$ cat config.mk
export PLATFORM = sky130hd
export DESIGN_NAME = pod_dispatch
export DESIGN_NICKNAME = d
export VERILOG_FILES = /design/src/hdl/pod_pkg.sv /design/src/hdl/pod_code_decode.sv /design/src/hdl/pod_dispatch.sv
export VERILOG_INCLUDE_DIRS = /design/src /design/src/hdl
export SDC_FILE = /design/constraint.sdc
export NUM_CORES = 1
export LEC_CHECK = 0
export ABC_CLOCK_PERIOD_IN_PS = 3450
export BUFFER_PORTS_ARGS = -buffer_cell sky130_fd_sc_hd__buf_4
export CAP_MARGIN = 10
export CORE_MARGIN = 2
export CORE_UTILIZATION = 33
export DETAILED_ROUTE_END_ITERATION = 8
export GPL_TIMING_DRIVEN = 0
export HOLD_SLACK_MARGIN = 0.05
export PLACE_DENSITY = 0.5
export RECOVER_POWER = 50
export SYNTH_ARGS = -nofsm -noshare
export SYNTH_HDL_FRONTEND = slang
export SYNTH_SLANG_ARGS = --single-unit
$ cat constraint.sdc
create_clock -name i_clk -period 3.45 [get_ports i_clk]
set_input_delay 0.345 -clock i_clk [delete_from_list [all_inputs] [get_ports i_clk]]
set_output_delay 0.345 -clock i_clk [all_outputs]
set_load 0.05 [all_outputs]
$ cat src/hdl/pod_params.svh
`ifndef POD_PARAMS_SVH
`define POD_PARAMS_SVH
// device code tens digit classes
`define POD_CLS_APR_TEXT   4'h1
`define POD_CLS_APR_CSV    4'h2
`define POD_CLS_APR_BIN    4'h3
`define POD_CLS_PPR_TEXT   4'h4
`define POD_CLS_PPR_CSV    4'h5
`define POD_CLS_PPR_BIN    4'h6
`define POD_CLS_MODULE     4'h7
`define POD_CLS_COPY       4'h8
// copy sub codes
`define POD_COPY_NEW       4'h0
`define POD_COPY_ALL       4'h1
// baud digit limit
`define POD_BAUD_MAX       4'h3
// storage module universal address
`define POD_ADDR_UNIV      4'h1
`define POD_ADDR_MAX       4'h8
// queue depth
`define POD_QDEPTH         4
// ram block length in words (abort granularity)
`define POD_BLOCK_LEN      8'h10
`endif

$ cat src/hdl/pod_pkg.sv
package pod_pkg;
    typedef enum logic [2:0] {
        POD_DEV_APR   = 3'h0,
        POD_DEV_PPR   = 3'h1,
        POD_DEV_MOD   = 3'h2,
        POD_DEV_MARK  = 3'h3,
        POD_DEV_COPYN = 3'h4,
        POD_DEV_COPYA = 3'h5
    } pod_dev_e;
    typedef struct packed {
        pod_dev_e    dev;
        logic [1:0]  fmt;    // 0 text,1 csv,2 binary
        logic [1:0]  baud;   // 0 300,1 1200,2 9600,3 76800
        logic [3:0]  addr;   // module address 1..8
        logic        area;   // 0 area1, 1 area2
    } pod_req_s;
    typedef struct packed {
        logic        start;  // one-cycle launch
        pod_req_s    req;
        logic [15:0] first;
        logic [15:0] last;
    } pod_xfer_s;
endpackage : pod_pkg

$ cat src/hdl/pod_code_decode.sv
`timescale 1ns/1ps
`include "pod_params.svh"
module pod_code_decode
    import pod_pkg::*;
(
    input  wire logic [7:0] i_code,      // two bcd digits
    input  wire logic       i_area,      // active area
    input  wire logic       i_online,    // online instruction source
    output pod_req_s        o_req,       // decoded request
    output logic            o_valid      // code legal
);
    logic [3:0] tens;
    logic [3:0] ones;
    assign tens = i_code[7:4];
    assign ones = i_code[3:0];

    // tens selects device class, ones is baud, address or copy sub code
    always_comb begin
        o_req      = '0;
        o_req.area = i_area;
        o_valid    = 1'b0;
        case (tens)
            `POD_CLS_APR_TEXT, `POD_CLS_APR_CSV, `POD_CLS_APR_BIN: begin
                o_req.dev  = POD_DEV_APR;
                o_req.fmt  = 2'(tens - `POD_CLS_APR_TEXT);
                o_req.baud = ones[1:0];
                o_valid    = (ones <= `POD_BAUD_MAX);
            end
            `POD_CLS_PPR_TEXT, `POD_CLS_PPR_CSV, `POD_CLS_PPR_BIN: begin
                o_req.dev  = POD_DEV_PPR;
                o_req.fmt  = 2'(tens - `POD_CLS_PPR_TEXT);
                o_req.baud = ones[1:0];
                o_valid    = (ones <= `POD_BAUD_MAX);
            end
            `POD_CLS_MODULE: begin
                // ones 1..8 data, 9 is file mark to universal module
                if (ones >= `POD_ADDR_UNIV && ones <= `POD_ADDR_MAX) begin
                    o_req.dev  = POD_DEV_MOD;
                    o_req.addr = ones;
                    o_valid    = 1'b1;
                end else if (ones == 4'h9) begin
                    o_req.dev  = POD_DEV_MARK;
                    o_req.addr = `POD_ADDR_UNIV;
                    o_valid    = 1'b1;
                end
            end
            `POD_CLS_COPY: begin
                // copy codes only from the online instruction
                if (ones == `POD_COPY_NEW) begin
                    o_req.dev = POD_DEV_COPYN;
                    o_valid   = i_online;
                end else if (ones == `POD_COPY_ALL) begin
                    o_req.dev = POD_DEV_COPYA;
                    o_valid   = i_online;
                end
            end
            default: o_valid = 1'b0;
        endcase
    end
endmodule : pod_code_decode

$ cat src/hdl/pod_dispatch.sv
`timescale 1ns/1ps
`include "pod_params.svh"
module pod_dispatch
    import pod_pkg::*;
#(
    parameter int QDEPTH = `POD_QDEPTH
) (
    input  wire logic        i_clk,           // 100 mhz clock
    input  wire logic        i_rst_n,         // async reset, active low
    input  wire logic        i_table_start,   // program table pass begins
    input  wire logic        i_area_set,      // set active area
    input  wire logic        i_area_sel,      // 0 area1, 1 area2
    input  wire logic        i_req,           // online output request pulse
    input  wire logic [7:0]  i_code,          // bcd device code
    input  wire logic        i_conn_busy,     // connector used by other io
    input  wire logic [15:0] i_newest_ptr,    // newest-data pointer
    input  wire logic [7:0]  i_mod_present,   // module present per address
    input  wire logic        i_area2_alloc,   // area 2 has memory
    input  wire logic        i_dump_go,       // manual dump launch
    input  wire logic [7:0]  i_dump_code,     // manual dump device code
    input  wire logic        i_dump_area,     // operator area choice
    input  wire logic        i_start_ovr,     // operator start override valid
    input  wire logic [15:0] i_start_loc,     // operator start
    input  wire logic        i_end_ovr,       // operator end override valid
    input  wire logic [15:0] i_end_loc,       // operator end
    input  wire logic        i_key,           // keypress
    input  wire logic        i_word_ack,      // peripheral took a word
    output logic             o_req_taken,     // request queued
    output logic             o_req_reject,    // duplicate, illegal or queue full
    output logic             o_sync_en,       // sync device enable line
    output logic             o_modem_pin,     // pin-enabled modem pin
    output logic [3:0]       o_mod_addr,      // addressed module
    output logic             o_mod_sel,       // module addressing active
    output logic             o_mark,          // file mark command
    output logic             o_copy,          // area copy active
    output logic [1:0]       o_fmt,           // printer format
    output logic [1:0]       o_baud,          // baud code
    output logic             o_word_req,      // word out valid
    output logic [15:0]      o_loc,           // current location
    output logic             o_src_area,      // area being read
    output logic             o_busy,          // dispatcher transferring
    output logic             o_dump_step_area // dump shows area step
);
    typedef enum logic [2:0] {
        POD_ST_IDLE  = 3'h0,
        POD_ST_PICK  = 3'h1,
        POD_ST_SEND  = 3'h2,
        POD_ST_DONE  = 3'h3
    } pod_state_e;

    localparam int QW = $clog2(QDEPTH);

    // lowest present module address, 0 when none
    function automatic logic [3:0] pod_lowest(input logic [7:0] pres);
        logic [3:0] a;
        a = 4'h0;
        for (int k = 7; k >= 0; k--) begin
            if (pres[k]) a = 4'(k + 1);
        end
        return a;
    endfunction : pod_lowest

    // key that identifies a queue entry
    function automatic logic [9:0] pod_key(input pod_req_s r);
        return {r.dev, r.baud, r.addr, r.area};
    endfunction : pod_key

    // pin inputs through two flops
    // busy resets high: no queue launch before the pin is seen
    logic [7:0] pres_m_q, pres_q;
    logic       busy_m_q, busy_q, key_m_q, key_q, ack_m_q, ack_q;
    always_ff @(posedge i_clk or negedge i_rst_n) begin
        if (!i_rst_n) begin
            pres_m_q <= 8'h00;
            pres_q   <= 8'h00;
            busy_m_q <= 1'b1;
            busy_q   <= 1'b1;
            key_m_q  <= 1'b0;
            key_q    <= 1'b0;
            ack_m_q  <= 1'b0;
            ack_q    <= 1'b0;
        end else begin
            pres_m_q <= i_mod_present;
            pres_q   <= pres_m_q;
            busy_m_q <= i_conn_busy;
            busy_q   <= busy_m_q;
            key_m_q  <= i_key;
            key_q    <= key_m_q;
            ack_m_q  <= i_word_ack;
            ack_q    <= ack_m_q;
        end
    end

    // active area, back to area 1 on every table pass
    // table start beats a set in the same cycle
    logic area_q;
    always_ff @(posedge i_clk or negedge i_rst_n) begin
        if (!i_rst_n) area_q <= 1'b0;
        else if (i_table_start) area_q <= 1'b0;
        else if (i_area_set) area_q <= i_area_sel;
    end

    pod_req_s dec_req;
    logic     dec_ok;
    pod_code_decode u_dec (
        .i_code   (i_code),
        .i_area   (area_q),
        .i_online (1'b1),
        .o_req    (dec_req),
        .o_valid  (dec_ok)
    );
    pod_req_s dmp_req;
    logic     dmp_ok;
    logic     dmp_area;
    // no area 2 memory: area step skipped, area 1 used
    assign dmp_area = i_area2_alloc ? i_dump_area : 1'b0;
    // the dump decoder refuses copy codes
    pod_code_decode u_dmp (
        .i_code   (i_dump_code),
        .i_area   (dmp_area),
        .i_online (1'b0),
        .o_req    (dmp_req),
        .o_valid  (dmp_ok)
    );

    // fifo queue in acceptance order
    // pointers carry a wrap bit so full and empty differ
    pod_req_s     q_mem [QDEPTH];
    logic [QW:0]  q_wr_q, q_rd_q;
    logic         dup, q_full, q_empty, push, pop;
    assign q_full  = (q_wr_q - q_rd_q) == (QW+1)'(QDEPTH);
    assign q_empty = (q_wr_q == q_rd_q);
    // slot k is live when its distance from the read slot is
    // below the fill, taken in slot width to survive wraps
    always_comb begin
        dup = 1'b0;
        for (int k = 0; k < QDEPTH; k++) begin
            if ({1'b0, QW'(k) - q_rd_q[QW-1:0]} < (q_wr_q - q_rd_q) &&
                pod_key(q_mem[k]) == pod_key(dec_req)) dup = 1'b1;
        end
    end
    // a full queue refuses, the program never stalls
    assign push = i_req && dec_ok && !dup && !q_full;

    // queue write side; request never stalls the program
    always_ff @(posedge i_clk or negedge i_rst_n) begin
        if (!i_rst_n) begin
            q_wr_q <= '0;
            for (int k = 0; k < QDEPTH; k++) q_mem[k] <= '0;
        end else if (push) begin
            q_mem[q_wr_q[QW-1:0]] <= dec_req;
            q_wr_q <= q_wr_q + 1'b1;
        end
    end
    always_ff @(posedge i_clk or negedge i_rst_n) begin
        if (!i_rst_n) q_rd_q <= '0;
        else if (pop) q_rd_q <= q_rd_q + 1'b1;
    end
    always_ff @(posedge i_clk or negedge i_rst_n) begin
        if (!i_rst_n) begin
            o_req_taken  <= 1'b0;
            o_req_reject <= 1'b0;
        end else begin
            o_req_taken  <= push;
            o_req_reject <= i_req && !push;
        end
    end

    // per-device last-sent pointers: print pointer, module pointer and copy pointer
    // one set per area; printers share the print pointer
    logic [15:0] print_pointer_q [2];
    logic [15:0] module_pointer_q [2];
    logic [15:0] copy_pointer_q [2];

    // transfer engine
    pod_state_e  st_q;
    pod_req_s    cur_q;
    logic [15:0] loc_q, end_q;
    logic [7:0]  blk_q;
    logic        manual_q, abort_q, adv_ok_q;
    logic [3:0]  res_addr;
    logic        mod_dev, cur_mod;
    // universal address uses the synchronised presence map
    assign mod_dev  = (cur_q.dev == POD_DEV_MOD) || (cur_q.dev == POD_DEV_MARK);
    assign res_addr = (cur_q.addr == `POD_ADDR_UNIV) ? pod_lowest(pres_q)
                                                     : cur_q.addr;
    assign cur_mod  = (res_addr != 4'h0) && pres_q[3'(res_addr - 4'h1)];
    // a manual dump wins a tie with the queue
    assign pop      = (st_q == POD_ST_IDLE) && !busy_q && !q_empty && !i_dump_go;

    function automatic logic [15:0] pod_start(input pod_req_s r);
        case (r.dev)
            POD_DEV_APR, POD_DEV_PPR: return print_pointer_q[r.area];
            POD_DEV_MOD, POD_DEV_MARK: return module_pointer_q[r.area];
            POD_DEV_COPYN: return copy_pointer_q[r.area];
            default: return 16'h0000;
        endcase
    endfunction : pod_start

    // state sequence: pick entry, resolve, send words, retire
    // end frozen at pick: newer data waits its next turn
    // a keyed start past the end runs until the count wraps
    always_ff @(posedge i_clk or negedge i_rst_n) begin
        if (!i_rst_n) begin
            st_q     <= POD_ST_IDLE;
            cur_q    <= '0;
            loc_q    <= 16'h0000;
            end_q    <= 16'h0000;
            blk_q    <= 8'h00;
            manual_q <= 1'b0;
            abort_q  <= 1'b0;
            adv_ok_q <= 1'b0;
        end else begin
            case (st_q)
                POD_ST_IDLE: begin
                    abort_q <= 1'b0;
                    if (i_dump_go && dmp_ok) begin
                        cur_q    <= dmp_req;
                        manual_q <= 1'b1;
                        loc_q    <= i_start_ovr ? i_start_loc : pod_start(dmp_req);
                        end_q    <= i_end_ovr ? i_end_loc : i_newest_ptr;
                        st_q     <= POD_ST_PICK;
                    end else if (pop) begin
                        cur_q    <= q_mem[q_rd_q[QW-1:0]];
                        manual_q <= 1'b0;
                        loc_q    <= (q_mem[q_rd_q[QW-1:0]].dev == POD_DEV_COPYA) ?
                                    16'h0000 : pod_start(q_mem[q_rd_q[QW-1:0]]);
                        end_q    <= i_newest_ptr;
                        st_q     <= POD_ST_PICK;
                    end
                end
                POD_ST_PICK: begin
                    blk_q <= 8'h00;
                    if (mod_dev && !cur_mod) begin
                        adv_ok_q <= 1'b0;
                        st_q     <= POD_ST_IDLE;
                    end else begin
                        adv_ok_q <= 1'b1;
                        st_q     <= (cur_q.dev == POD_DEV_MARK || loc_q == end_q) ?
                                    POD_ST_DONE : POD_ST_SEND;
                    end
                end
                POD_ST_SEND: begin
                    // a key only latches; the block edge stops
                    // blocks count from the dump start
                    if (key_q && manual_q) abort_q <= 1'b1;
                    if (ack_q) begin
                        loc_q <= loc_q + 16'h0001;
                        blk_q <= (blk_q == `POD_BLOCK_LEN - 8'h01) ? 8'h00 : blk_q + 8'h01;
                        if (loc_q + 16'h0001 == end_q) st_q <= POD_ST_DONE;
                        else if ((abort_q || (key_q && manual_q)) &&
                                 blk_q == `POD_BLOCK_LEN - 8'h01)
                            st_q <= POD_ST_DONE;
                    end
                end
                // one cycle here for pointer update and mark
                POD_ST_DONE: st_q <= POD_ST_IDLE;
                default: st_q <= POD_ST_IDLE;
            endcase
        end
    end

    // pointer advance only after a real transfer
    // manual dumps leave pointers for online output
    always_ff @(posedge i_clk or negedge i_rst_n) begin
        if (!i_rst_n) begin
            print_pointer_q[0]  <= 16'h0000;
            print_pointer_q[1]  <= 16'h0000;
            module_pointer_q[0] <= 16'h0000;
            module_pointer_q[1] <= 16'h0000;
            copy_pointer_q[0]   <= 16'h0000;
            copy_pointer_q[1]   <= 16'h0000;
        end else if (st_q == POD_ST_DONE && adv_ok_q && !manual_q) begin
            case (cur_q.dev)
                POD_DEV_APR, POD_DEV_PPR: print_pointer_q[cur_q.area] <= loc_q;
                POD_DEV_MOD: module_pointer_q[cur_q.area] <= loc_q;
                POD_DEV_COPYN, POD_DEV_COPYA: copy_pointer_q[cur_q.area] <= loc_q;
                default: copy_pointer_q[cur_q.area] <= copy_pointer_q[cur_q.area];
            endcase
        end
    end

    // peripheral selection outputs, all registered
    // done counts as active to cover the last word
    logic active;
    assign active = (st_q == POD_ST_SEND) || (st_q == POD_ST_DONE && adv_ok_q);
    always_ff @(posedge i_clk or negedge i_rst_n) begin
        if (!i_rst_n) begin
            o_sync_en        <= 1'b0;
            o_modem_pin      <= 1'b0;
            o_mod_addr       <= 4'h0;
            o_mod_sel        <= 1'b0;
            o_mark           <= 1'b0;
            o_copy           <= 1'b0;
            o_fmt            <= 2'h0;
            o_baud           <= 2'h0;
            o_word_req       <= 1'b0;
            o_loc            <= 16'h0000;
            o_src_area       <= 1'b0;
            o_busy           <= 1'b0;
            o_dump_step_area <= 1'b0;
        end else begin
            o_sync_en   <= active && cur_q.dev == POD_DEV_PPR;
            // modem sits outside; its pin stays low
            o_modem_pin <= 1'b0;
            o_mod_addr  <= mod_dev ? res_addr : 4'h0;
            o_mod_sel   <= active && mod_dev;
            o_mark      <= st_q == POD_ST_DONE && adv_ok_q &&
                           cur_q.dev == POD_DEV_MARK;
            o_copy      <= active && (cur_q.dev == POD_DEV_COPYN ||
                                      cur_q.dev == POD_DEV_COPYA);
            o_fmt       <= cur_q.fmt;
            o_baud      <= cur_q.baud;
            o_word_req  <= st_q == POD_ST_SEND;
            o_loc       <= loc_q;
            o_src_area  <= cur_q.area;
            o_busy      <= st_q != POD_ST_IDLE;
            o_dump_step_area <= i_area2_alloc;
        end
    end
endmodule : pod_dispatch

* Word level (Yosys, flattened, before mapping)
Index checks and enable logic that the tools add are counted.
Word-level totals: register bits 265, latch bits 0, RAM bits 0, memory bits (read-only) 0, input bits 86, output and inout port bits 35, memories kept 0
Cells by class: add/sub/neg operators 14, $mul 0, divide/modulo/power cells 0, order comparisons 18, equal/unequal tests 51, shift operators 0, mux-type cells 108, bitwise gates (word level) 6, reductions and logical operators 72
Operators by type and width (number):
- $mux W16 | 30
- $bwmux W32 | 4
- $pmux W16 S3 | 2
- $pmux W32 S2 | 1
- $mux W12 | 5
- $mux W4 | 14
- $bwmux W48 | 1
- $eq A10 B10 Y1 | 4
- $mux W3 | 11
- $eq A16 B16 Y1 | 2
- $eq A4 B3 Y1 const B | 8
- $pmux W16 S2 | 1
- $pmux W3 S3 | 3
- $logic_and A1 B1 Y1 | 26
- $bmux W12 S2 | 1
- $demux W12 S2 | 1
- $eq A3 B2 Y1 const B | 8
- $mux W1 | 21
- $eq A4 B1 Y1 const B | 5
- $eq A3 B3 Y1 const B | 6
- $add A16 B1 Y16 const B | 1
- $demux W16 S1 | 1
- $eq A4 B2 Y1 const B | 4
- $eq A4 B4 Y1 const B | 4
- other kinds (44) | 105

* Logic depth before layout (Yosys ltp)
Gate-level depths: netlist of the first run.
depth after elaboration 17, mapped depth 14

* Hierarchy
A second synthesis of the first run with hierarchy kept.
Unflattened totals: cell total of the unflattened synthesis 1246, area total of the unflattened synthesis 14268.7 sq um
By module, submodules not included:
- pod_dispatch | instances 1, cells each 1176, area each 13773.2 sq um
- pod_code_decode | instances 2, cells each 35, area each 247.7 sq um

* Worst setup path after synthesis of the first run
No wires, ideal clock.
kind flip-flop to flip-flop, from reg q_rd_q[1], to reg q_mem[10] (netlist name), setup time 125 ps, arrival 3259 ps, data required time 3325 ps, slack 66 ps, stages on the path, launching flop included 13, path buffers 2, clock period less this slack 3384 ps, cell sequence dfrtp_1 buf_1 inv_1 fa_1 inv_1 ha_1 a21oi_1 o21ai_0 nor4_1 a31oi_4 nand4_4 buf_12 mux2_4
On the way: longest elaborated chain between the ends 10, elaborated cells on any way between the ends 22
RTL lines:
- from (decl) | RTL line pod_dispatch.sv:129 | logic [QW:0] q_wr_q, q_rd_q;
- from (signal assigned) | RTL line pod_dispatch.sv:157 | else if (pop) q_rd_q <= q_rd_q + 1'b1;
- $sub A3 B3 Y3 / $sub A1 B2 Y2 (equally long branches) | RTL line pod_dispatch.sv:131, pod_dispatch.sv:138
- $lt A2 B3 Y1 | RTL line pod_dispatch.sv:138 | if ({1'b0, QW'(k) - q_rd_q[QW-1:0]} < (q_wr_q - q_rd_q) &&
- $logic_and A1 B1 Y1 | RTL line pod_dispatch.sv:138
- $mux W1 (4 in series) | RTL line pod_dispatch.sv:138
- $logic_not A1 Y1 | RTL line pod_dispatch.sv:143 | assign push = i_req && dec_ok && !dup && !q_full;
- $logic_and A1 B1 Y1 | RTL line pod_dispatch.sv:143
- $logic_and A1 B1 Y1 (*) | RTL line pod_dispatch.sv:143
- to (signal, indexed assignment) | RTL line pod_dispatch.sv:151 | q_mem[q_wr_q[QW-1:0]] <= dec_req;
- to (decl) | RTL line pod_dispatch.sv:128 | pod_req_s q_mem [QDEPTH];
Mark *: on every way between the ends. The rest lies on a longest branch, timed or not. A chain may end at the register's enable or synchronous reset.

* Final worst setup path of the first run
from reg q_wr_q[0], to reg q_mem[29] (netlist name)
On the way: longest elaborated chain between the ends 10, elaborated cells on any way between the ends 25
RTL lines:
- from (decl) | RTL line pod_dispatch.sv:129
- from (signal assigned) | RTL line pod_dispatch.sv:152 | q_wr_q <= q_wr_q + 1'b1;
- $sub A3 B3 Y3 | RTL line pod_dispatch.sv:131, pod_dispatch.sv:138
- $lt A2 B3 Y1 | RTL line pod_dispatch.sv:138
- $logic_and A1 B1 Y1 | RTL line pod_dispatch.sv:138
- $mux W1 (4 in series) | RTL line pod_dispatch.sv:138
- $logic_not A1 Y1 | RTL line pod_dispatch.sv:143
- $logic_and A1 B1 Y1 (2 in series) | RTL line pod_dispatch.sv:143
Parallel ways exist; a longest one is shown, timed or not.

==> results of run 1 <==
## worst max-delay path: stages, from the launching register on
cell     delay, ns
dfrtp_2       0.43
inv_2         0.09
ha_1          0.16
inv_1         0.07
fa_1          0.52
inv_2         0.07
ha_1          0.29
a21oi_1       0.06
o21ai_0       0.30
nor4_2        0.10
a31oi_4       0.38
nand4_4       0.23
buf_12        0.22
mux2_4        0.29
## layout by cell type, fill, tap and decap left out, types with 12 or more instances in the layout
| cell | instances |
|---|---|
| dfrtp_1 | 259 |
| nand2_1 | 135 |
| mux2_2 | 101 |
| clkbuf_1 | 98 |
| o21ai_0 | 92 |
| buf_4 | 83 |
| mux2i_1 | 80 |
| nor2_1 | 73 |
| a21oi_1 | 57 |
| mux2_4 | 39 |
| clkbuf_16 | 36 |
| xnor2_1 | 34 |
| nand3_1 | 26 |
| inv_1 | 25 |
| ha_1 | 24 |
| a31oi_1 | 20 |
| buf_2 | 19 |
| nor3_1 | 19 |
| xor2_1 | 19 |
| o211ai_1 | 19 |
| a211oi_1 | 19 |
| dlygate4sd3_1 | 16 |
| mux4_2 | 13 |
| o22ai_1 | 13 |
| a22o_1 | 12 |
## routing by layer
metal | global-route usage [%] | vias to the layer above | part of all wire (%)
met1 | 31.1 | 6056 | 48
li1 | - | 5486 | -
met2 | 31.7 | 418 | 44
met4 | 6.67 | 2 | 2.7
met5 | 0 | - | 0.018
met3 | 3.27 | 86 | 5.8
## cell type report
class	instances	area [µm²]
fill	4340	26500
multi-input combinational	1007	7790
sequential	264	6610
timing repair buffer	148	1070
clock buffer	46	977
tap	592	741
buffer	94	470
clock inverter	13	166
inverter	28	105
## flip-flops by register name, summed over array words and instances, names as in the netlist, 8 cells and up
signal            flops
pres_q                8
pres_m_q              8
o_loc                16
module_pointer_q     32
copy_pointer_q       32
blk_q                 8
end_q                16
q_mem                48
loc_q                16
cur_q                12
print_pointer_q      32
## per-stage QoR
step           setup slack, ns  TNS [ns]
4_1_cts                0.00396         0
2_1_floorplan           0.0655         0
3_3_place_gp            -0.885   -143.33
5_1_grt                -0.0177   -0.0541
3_5_place_dp            -0.862    -56.20
6_report                 0.101         0
## timing repair
| action | in CTS | in global routing |
|---|---|---|
| buffers inserted | 3 | 9 |
| setup endpoints to repair | 93 | 69 |
| hold endpoints to repair | 116 | 0 |
| gates cloned | 0 | 1 |
| pin swaps | 7 | 5 |
| hold buffers | 16 | 0 |
| gates resized for setup | 8 | 9 |
## cell usage after synthesis (all sizes together), types with 6 or more instances
cell type	n
a211o	11
a211oi	19
a21o	10
a21oi	57
a221oi	9
a22o	12
a22oi	6
a31oi	21
a32o	6
and2	8
and3	10
buf	33
clkbuf	61
dfrtp	262
ha	24
inv	27
mux2	141
mux2i	80
mux4	13
nand2	135
nand2b	7
nand3	26
nand4	10
nor2	75
nor2b	7
nor3	23
nor4	12
nor4b	7
o211ai	19
o21a	8
o21ai	98
o22ai	13
or2	6
or3	12
xnor2	34
xor2	19
## logic make-up (layout without fill, tap and decap cells)
group | count (synthesis) | after routing
and+or+nand+nor | 361 | 361
AOI/OAI and AO/OA | 332 | 332
DFF | 264 | 264
muxes | 234 | 234
buffers and inverters | 122 | 329
xor gates and xnor gates | 54 | 54
adders and majority gates | 25 | 25
other | 1 | 1
## worst min-delay path by stage
stage | from | endpoint
after floorplan | i_rst_n | abort_q$_DFFE_PN0P_
after global placement | pres_m_q[6]$_DFF_PN0_ | pres_q[6]$_DFF_PN0_
after detailed placement | key_m_q$_DFF_PN0_ | key_q$_DFF_PN0_
after CTS | i_dump_code[2] | cur_q[3]$_DFFE_PN0P_
after global routing | i_dump_code[2] | cur_q[3]$_DFFE_PN0P_
final | i_end_loc[1] | end_q[1]$_DFFE_PN0P_
## power by group
group	switching, mW	total, mW	internal, mW
sequential	0.540	4.20	3.66
clock	1.44	3.66	2.22
combinational	2.75	4.32	1.57
total	4.73	12.2	7.44
==> flow_summary.toml, run 1 <==
[status]
violations = "capacitance limit, slew limit"
status = "finished, violations left"

[clock_tree]
clkLatencyLatePin_ns = 0.56
root_buffer = "clkbuf_16"
clock-sinks = 264
cts_tree = "built"
cts_max_path_buffers = 3
clkSlewWorstSetupHoldPaths_ns = 0.06
htree_levels = 2
cts_buffers = 34

[flow_run]
cap_violations = 1

[finish]
antenna_cells = 0
drive_gt1_share_pct = 23.3
syn2layout_area_growth_pct = 20.0
num-nets-final = 1688
final_core_util_pct = 40.4
final_cells = 2192
fin_area_um2 = 17900

[worst_setup_path]
crit_type = "flop to flop"
cp_max_fo = 5
crit_path_start = "q_wr_q[0]$_DFFE_PN0P_"
worstRegToRegCells = 13
end_kind = "flop"
r2r-start = "q_wr_q[0]$_DFFE_PN0P_"
critPathRequiredTime_ns = 3.87
reg2reg_slack_ns = 0.10
cp-endpoint = "q_mem[29]$_DFFE_PN0P_"
rr_endpoint = "q_mem[29]$_DFFE_PN0P_"
startpoint_type = "flop"
cp.arrival_ns = 3.77

[synth]
syn-instance-count = 1393
synth_fa_ha_area_share_pct = 2.14
async_reset_ff_share_pct = 100
synth_simple_gate_area_share_pct = 12.8
synth_top_area_share_pct = 43.9
syn_area_per_cell_um2 = 10.7
synth-compound-area-share_pct = 14.9
seq_area_frac_synth_pct = 44.2
synth-xor-area-share_pct = 3.26
synth_cell_types = 98
synth_top_family_by_area = "multiplexers"
synth.largest_area_cell = "dfrtp_1"
synth-edff-count = 0
syn_nets = 1504
yosysWarnings = 0
synth_mux_area_share_pct = 18.9
syn_area_um2 = 14900
synthFlopType = "dfrtp_1"
ys_ff_latch = 264
yosys-top-cells-area = "dfrtp_1 44%, mux2_2 7.6%, mux2i_1 5.4%, mux2_4 3.9%, nand2_1 3.4%"

[timing]
fmax_ghz = 0.299
maxSlewHeadroom_pct = -68.1
finalSetupViolations = 0
whs_ns = 0.118
worst_slew_pin_slew_ns = 2.52
post-route-period-util_pct = 97.1
finalHoldViolCount = 0
post-route-min-period_ns = 3.35
maxSlewViolCount = 105
clock_skew_ns = 0.0302

[routing]
drc = 0
ant_nets = 0
wl_um = 49600
firstDrtPassIters = 6
dr.first_iter.drc_count = 1042
avgViaCountPerCell = 5.50
vias = 12000
wl_per_cell_um = 22.6

[die]
design.core.area_um2 = 44400
fp.dieW_um = 217
start_util_pct = 33.7
ios = 121
die_y_um = 217
row_count = 77
die_area_um2 = 47000

[power_and_ir_drop]
p_leak_nw = 7.91
p_total_mw = 12.2
peakVddDrop_v = 0.000400
power_density_nw_per_um2 = 679

[placed_design]
port_buffers = 117
dpl.hpwl_um = 35600
dp.cells = 2104
place_congestion = 0.887
dpl_cell_area_um2 = 16600

[worst_hold_path]
hold_path_class = "primary input to flop"
hold_depth = 3

[global_routing]
antenna_found_initial = 2
grt_pass1_vias = 11800
grt_pass1_wl_um = 75200
grt_start_max_net_pins = 106
grt-ovfl-total = 0
grt_use_total_pct = 21.1
Note: power is estimated with default switching activity, not from simulation.
==> run 2: changes to the inputs <==
--- a/config.mk
+++ b/config.mk
@@ -7,14 +7,14 @@
 export NUM_CORES = 1
 export LEC_CHECK = 0
 export ABC_CLOCK_PERIOD_IN_PS = 3450
-export BUFFER_PORTS_ARGS = -buffer_cell sky130_fd_sc_hd__buf_4
 export CAP_MARGIN = 10
 export CORE_MARGIN = 2
 export CORE_UTILIZATION = 33
 export DETAILED_ROUTE_END_ITERATION = 8
+export DONT_BUFFER_PORTS = 1
 export GPL_TIMING_DRIVEN = 0
 export HOLD_SLACK_MARGIN = 0.05
-export PLACE_DENSITY = 0.5
+export PLACE_DENSITY = 0.47
 export RECOVER_POWER = 50
 export SYNTH_ARGS = -nofsm -noshare
 export SYNTH_HDL_FRONTEND = slang
==> run 2 against run 1 <==
Against the previous run:
- the flow finishes with violations (hold timing)
- fmax shrank 1.5%
- clock power grew 6.8%
- combinational power shrank 13%
- register-to-register slack lost 0.05 ns
- sequential power grew 10%
- critical endpoint is now loc_q[10]$_DFFE_PN0P_
==> flow_summary.toml, run 2 (synthesized netlist as in run 1, its figures left out) <==
[routing]
avgViaCountPerCell = 5.55
wl_met3_um = 2770
dr.first_iter.drc_count = 1014
drt-met1-wl_um = 24500
ant_nets = 0
wl_um = 50400
vias = 11700
drc = 0
firstDrtPassIters = 5
route.met2.wl_um = 21800
routed.top_layer = "met5"
wl_per_cell_um = 24.0

[worst_setup_path]
cp.arrival_ns = 3.76
end_kind = "flop"
slowest_stage = "a311oi_1"
startpoint_type = "flop"
cp_cell_sequence = "buf_4, mux4_2, buf_2, nor3b_2, clkbuf_2, a21oi_1, a21oi_1, a221oi_1, a311oi_1"
cp_max_fo = 10
critPathRequiredTime_ns = 3.81
crit_path_frequent_cell = "a21oi_1"
cpPeakStageDelay_ns = 0.62
crit_type = "flop to flop"

[die]
design.core.area_um2 = 44400
fp.dieW_um = 217
die_y_um = 217
start_util_pct = 33.7
ios = 121
row_count = 77
die_area_um2 = 47000

[clock_tree]
htree_levels = 2
clock-sinks = 264
postCtsHoldBufs = 38
cts_buffers = 34
cts_tree = "built"
root_buffer = "clkbuf_16"
clkLatencyLatePin_ns = 0.54
clkSlewWorstSetupHoldPaths_ns = 0.06
cts_max_path_buffers = 3

[placed_design]
dpl_cell_area_um2 = 15700
place_congestion = 0.899
port_buffers = 0
dpl.hpwl_um = 35300

[finish]
syn2layout_area_growth_pct = 17.3
most-common-layout-cells = "259 x dfrtp_1, 135 x nand2_1, 101 x mux2_2, 92 x o21ai_0, 80 x mux2i_1"
final_core_util_pct = 39.5
num-nets-final = 1595
final_common_cell = "dfrtp_1"
drive_gt1_share_pct = 19.8
fin_area_um2 = 17500
largest_reg_flops = 48
max_flop_register = "q_mem"

[timing]
setup_tns_ns = 0
fmax_ghz = 0.294
whs_ns = -0.485
worst_slew_pin_slew_ns = 0.978
post-route-min-period_ns = 3.40
maxSlewHeadroom_pct = 34.8
finalSetupViolations = 0
finalHoldViolCount = 264
clock_skew_ns = 0.0114
maxSlewViolCount = 0
post-route-period-util_pct = 98.5

[power_and_ir_drop]
switching_share_pct = 37.9
power_frac_clock_pct = 31.7
peakVddDrop_v = 0.000473
power_density_nw_per_um2 = 704
p_total_mw = 12.3
power_frac_comb_pct = 30.7
intPower_mw = 7.66
switchingPower_mw = 4.67
power_frac_seq_pct = 37.6
p_leak_nw = 7.62

[status]
status = "finished, violations left"
violations = "hold timing"

[global_routing]
grt_pass1_vias = 11500
grt_start_max_net_pins = 265
grt-ovfl-total = 0
grt_use_total_pct = 21.2
antenna_found_initial = 3
grt_pass1_wl_um = 74800

[flow_run]
cap_violations = 0

[worst_hold_path]
hold_path_class = "primary input to asynchronous set/reset pin"
==> run 2: changes by cell type in the layout (fill, tap and decap cells not counted), moves of 2 or more <==
cell,before,now
buf_4,83,17
bufinv_16,3,5
diode_2,0,2
dlygate4sd3_1,16,38
clkinvlp_4,3,1
clkbuf_1,98,62
clkbuf_16,36,38
ha_4,0,2
ha_1,24,22
clkbuf_4,11,0
==> run 2: power groups by stage <==
stage	sequential [mW]	clock, mW	combinational (mW)
3_3_place_gp	4.71	0	3.43
5_1_grt	4.70	4.13	4.11
6_report	4.64	3.91	3.78
2_1_floorplan	4.46	0	2.53
4_1_cts	4.65	4.01	3.57
3_5_place_dp	4.71	0	3.46
==> run 2: final cells by class <==
class	count	area, µm²
diodes	2	5.00
plain buffers	94	478
clock buffers	49	1040
clock inverters	12	195
fillers	4341	26900
inverters	28	109
multi-input cells	1007	7820
flip-flops and latches	264	6610
well taps	592	741
repair buffers	55	529
==> run 2: per-layer routing <==
metal | up-vias | global-route usage (%)
met5 | - | 0
met1 | 5934 | 31.2
li1 | 5306 | -
met3 | 72 | 3.62
met4 | 2 | 6.48
met2 | 362 | 31.6
==> run 2: critical path: cells and delay by family (launching register included) <==
kind | cells | cell delay (ns)
flops | 1 | 0.42
simple gates | 1 | 0.40
mux | 1 | 0.55
compound gates | 4 | 1.06
buf+inv | 3 | 0.80
==> run 2: through the flow <==
step	std cells	setup slack, ns	hold WS [ns]
after CTS	2089	0.00232	-0.512
after global routing	2102	-0.00817	-0.510
final	2103	0.0512	-0.485
after detailed placement	1986	-0.960	0.0747
after global placement	1985	-0.860	0.0731
after floorplan	1393	0.0655	0.0494
==> run 2: path summary, 6_finish.rpt <==
kind                       slack, ns                  start               endpoint  depth (start not counted)
max                             0.05  q_rd_q[0]$_DFFE_PN0P_  loc_q[10]$_DFFE_PN0P_                          9
min                            -0.49                i_rst_n   q_mem[8]$_DFFE_PN0P_                          0
max reg2reg                     0.05  q_rd_q[0]$_DFFE_PN0P_  loc_q[10]$_DFFE_PN0P_                          9
min reg2reg                     0.34  pres_m_q[3]$_DFF_PN0_    pres_q[3]$_DFF_PN0_                          0
max in group asynchronous       3.41                i_rst_n  q_wr_q[0]$_DFFE_PN0P_                          0
min in group i_clk              0.07        i_start_loc[14]  loc_q[14]$_DFFE_PN0P_                          3
==> run 2: what timing repair did <==
action                                  4_1_cts  5_1_grt
endpoints found under the hold margin       293      264
endpoints found under the setup margin       93       79
pin swaps                                     6        7
resized for setup                             8       18
cloned                                        0        1
setup buffers                                 4       11
==> run 3: changes to the inputs <==
--- a/config.mk
+++ b/config.mk
@@ -10,6 +10,7 @@
 export CAP_MARGIN = 10
 export CORE_MARGIN = 2
 export CORE_UTILIZATION = 33
+export CTS_BUF_LIST = sky130_fd_sc_hd__clkbuf_4 sky130_fd_sc_hd__clkbuf_8
 export DETAILED_ROUTE_END_ITERATION = 8
 export DONT_BUFFER_PORTS = 1
 export GPL_TIMING_DRIVEN = 0
==> run 3 against run 2 <==
Against the previous run:
- the run still ends with hold timing left
- register-to-register slack improved by 0.06 ns
- die area is the same
- global-route usage rose by 0.33 points
- cell count rose by 2.6%
- sequential cell count stayed put
- routed wire length is 1.1% higher
==> flow_summary.toml, run 3 (synthesized netlist as in run 1, its figures left out) <==
[clock_tree]
htree_levels = 2
clkLatencyLatePin_ns = 0.66
cts_buffers = 50
root_buffer = "clkbuf_8"
cts_tree = "built"
clkSlewWorstSetupHoldPaths_ns = 0.07
cts_max_path_buffers = 3
clock-sinks = 264
postCtsHoldBufs = 60

[die]
fp.dieW_um = 217
row_count = 77
die_y_um = 217
die_area_um2 = 47000
design.core.area_um2 = 44400
start_util_pct = 33.7
ios = 121

[global_routing]
antenna_found_initial = 3
grt_start_max_net_pins = 265
grt_pass1_vias = 11700
grt-ovfl-total = 0
grt_pass1_wl_um = 76300
grt_use_total_pct = 21.5

[routing]
avgViaCountPerCell = 5.46
vias = 11800
firstDrtPassIters = 5
wl_um = 51000
ant_nets = 0
dr.first_iter.drc_count = 1025
drc = 0
wl_per_cell_um = 23.6

[flow_run]
cap_violations = 0

[worst_hold_path]
hold_path_class = "primary input to asynchronous set/reset pin"

[timing]
fmax_ghz = 0.299
maxSlewHeadroom_pct = 36.1
whs_ns = -0.609
post-route-min-period_ns = 3.34
finalSetupViolations = 0
maxSlewViolCount = 0
finalHoldViolCount = 264
setup_ws_ns = 0.109
worst_slew_pin_slew_ns = 0.955
post-route-period-util_pct = 96.8
clock_skew_ns = 0.0503

[power_and_ir_drop]
p_leak_nw = 7.73
peakVddDrop_v = 0.000358
power_density_nw_per_um2 = 682

[finish]
final_common_cell = "dfrtp_1"
syn2layout_area_growth_pct = 18.2
max_flop_register = "q_mem"
most-common-layout-cells = "259 x dfrtp_1, 135 x nand2_1, 101 x mux2_2, 92 x o21ai_0, 80 x mux2i_1"
drive_gt1_share_pct = 21.4
num-nets-final = 1631
largest_reg_flops = 48

[worst_setup_path]
slowest_stage = "a311oi_1"
rr_endpoint = "loc_q[10]$_DFFE_PN0P_"
path_buf_inv = 3
end_kind = "flop"
startpoint_type = "flop"
cpPeakStageDelay_ns = 0.58
worstRegToRegCells = 9
critPathRequiredTime_ns = 3.91
crit_family = "compound AO/OA/AOI/OAI gates"
crit_type = "flop to flop"
reg2reg_slack_ns = 0.11
cp.arrival_ns = 3.80
cp_max_fo = 10
cp_cell_sequence = "buf_4, mux4_2, buf_2, nor3b_2, clkbuf_2, a21oi_1, a21oi_1, a221oi_1, a311oi_1"
crit_path_frequent_cell = "a21oi_1"
r2r-start = "q_rd_q[0]$_DFFE_PN0P_"
crit_path_start = "q_rd_q[0]$_DFFE_PN0P_"

[placed_design]
port_buffers = 0
dp_slack_ns = -0.960
dpl.hpwl_um = 35300
place_congestion = 0.899

[status]
violations = "hold timing"
status = "finished, violations left"
==> run 3: area by class of cell <==
cell class | instances | area [µm²]
Fill cell | 4363 | 26700
Multi-Input combinational cell | 1007 | 7810
Sequential cell | 264 | 6610
Clock buffer | 74 | 962
Tap cell | 592 | 741
Timing Repair Buffer | 75 | 734
Buffer | 94 | 478
Clock inverter | 20 | 221
Inverter | 28 | 105
Antenna cell | 3 | 7.51
==> run 3: stage by stage <==
stage                     power (mW)  cells  instance area, µm²  utilization, %  TNS, ns
after CTS                       12.0   2144               17500            39.5        0
after global routing            12.7   2155               17700            39.8  -0.0228
after floorplan                 7.00   1393               14900               -        0
final                           12.0   2157               17700            39.8        0
after detailed placement        8.17   1986               15700            35.4   -64.61
after global placement          8.14   1985               15700            35.3   -60.35
==> run 3: what timing repair did <==
action / in CTS / in global routing
hold endpoints to repair: 310 / 264
cloned: 0 / 1
setup buffers: 4 / 9
pin swaps: 5 / 8
resized for setup: 9 / 16
setup endpoints to repair: 93 / 77
==> run 3: power by group <==
part / switching, mW / internal (mW) / total (mW)
registers: 0.995 / 3.65 / 4.64
logic: 2.24 / 1.55 / 3.78
clock network: 1.51 / 2.11 / 3.62
total: 4.74 / 7.30 / 12.0
==> run 3: layer usage <==
metal	vias up	routed length (µm)	global-route usage, %
met4	0	1430	7.19
li1	5386	-	-
met3	77	3350	4.03
met2	410	21900	31.9
met1	5915	24300	31.4
met5	-	0	0
==> run 3: worst max path at each step <==
stage                     slack, ns  cells past startpoint               endpoint
final                          0.11                      9  loc_q[10]$_DFFE_PN0P_
after global placement        -0.86                     12   q_mem[2]$_DFFE_PN0P_
after floorplan                0.07                     12  q_mem[10]$_DFFE_PN0P_
after global routing         -0.007                     14  q_mem[33]$_DFFE_PN0P_
after detailed placement      -0.96                     12   q_mem[6]$_DFFE_PN0P_
after CTS                     0.007                     14  q_mem[14]$_DFFE_PN0P_
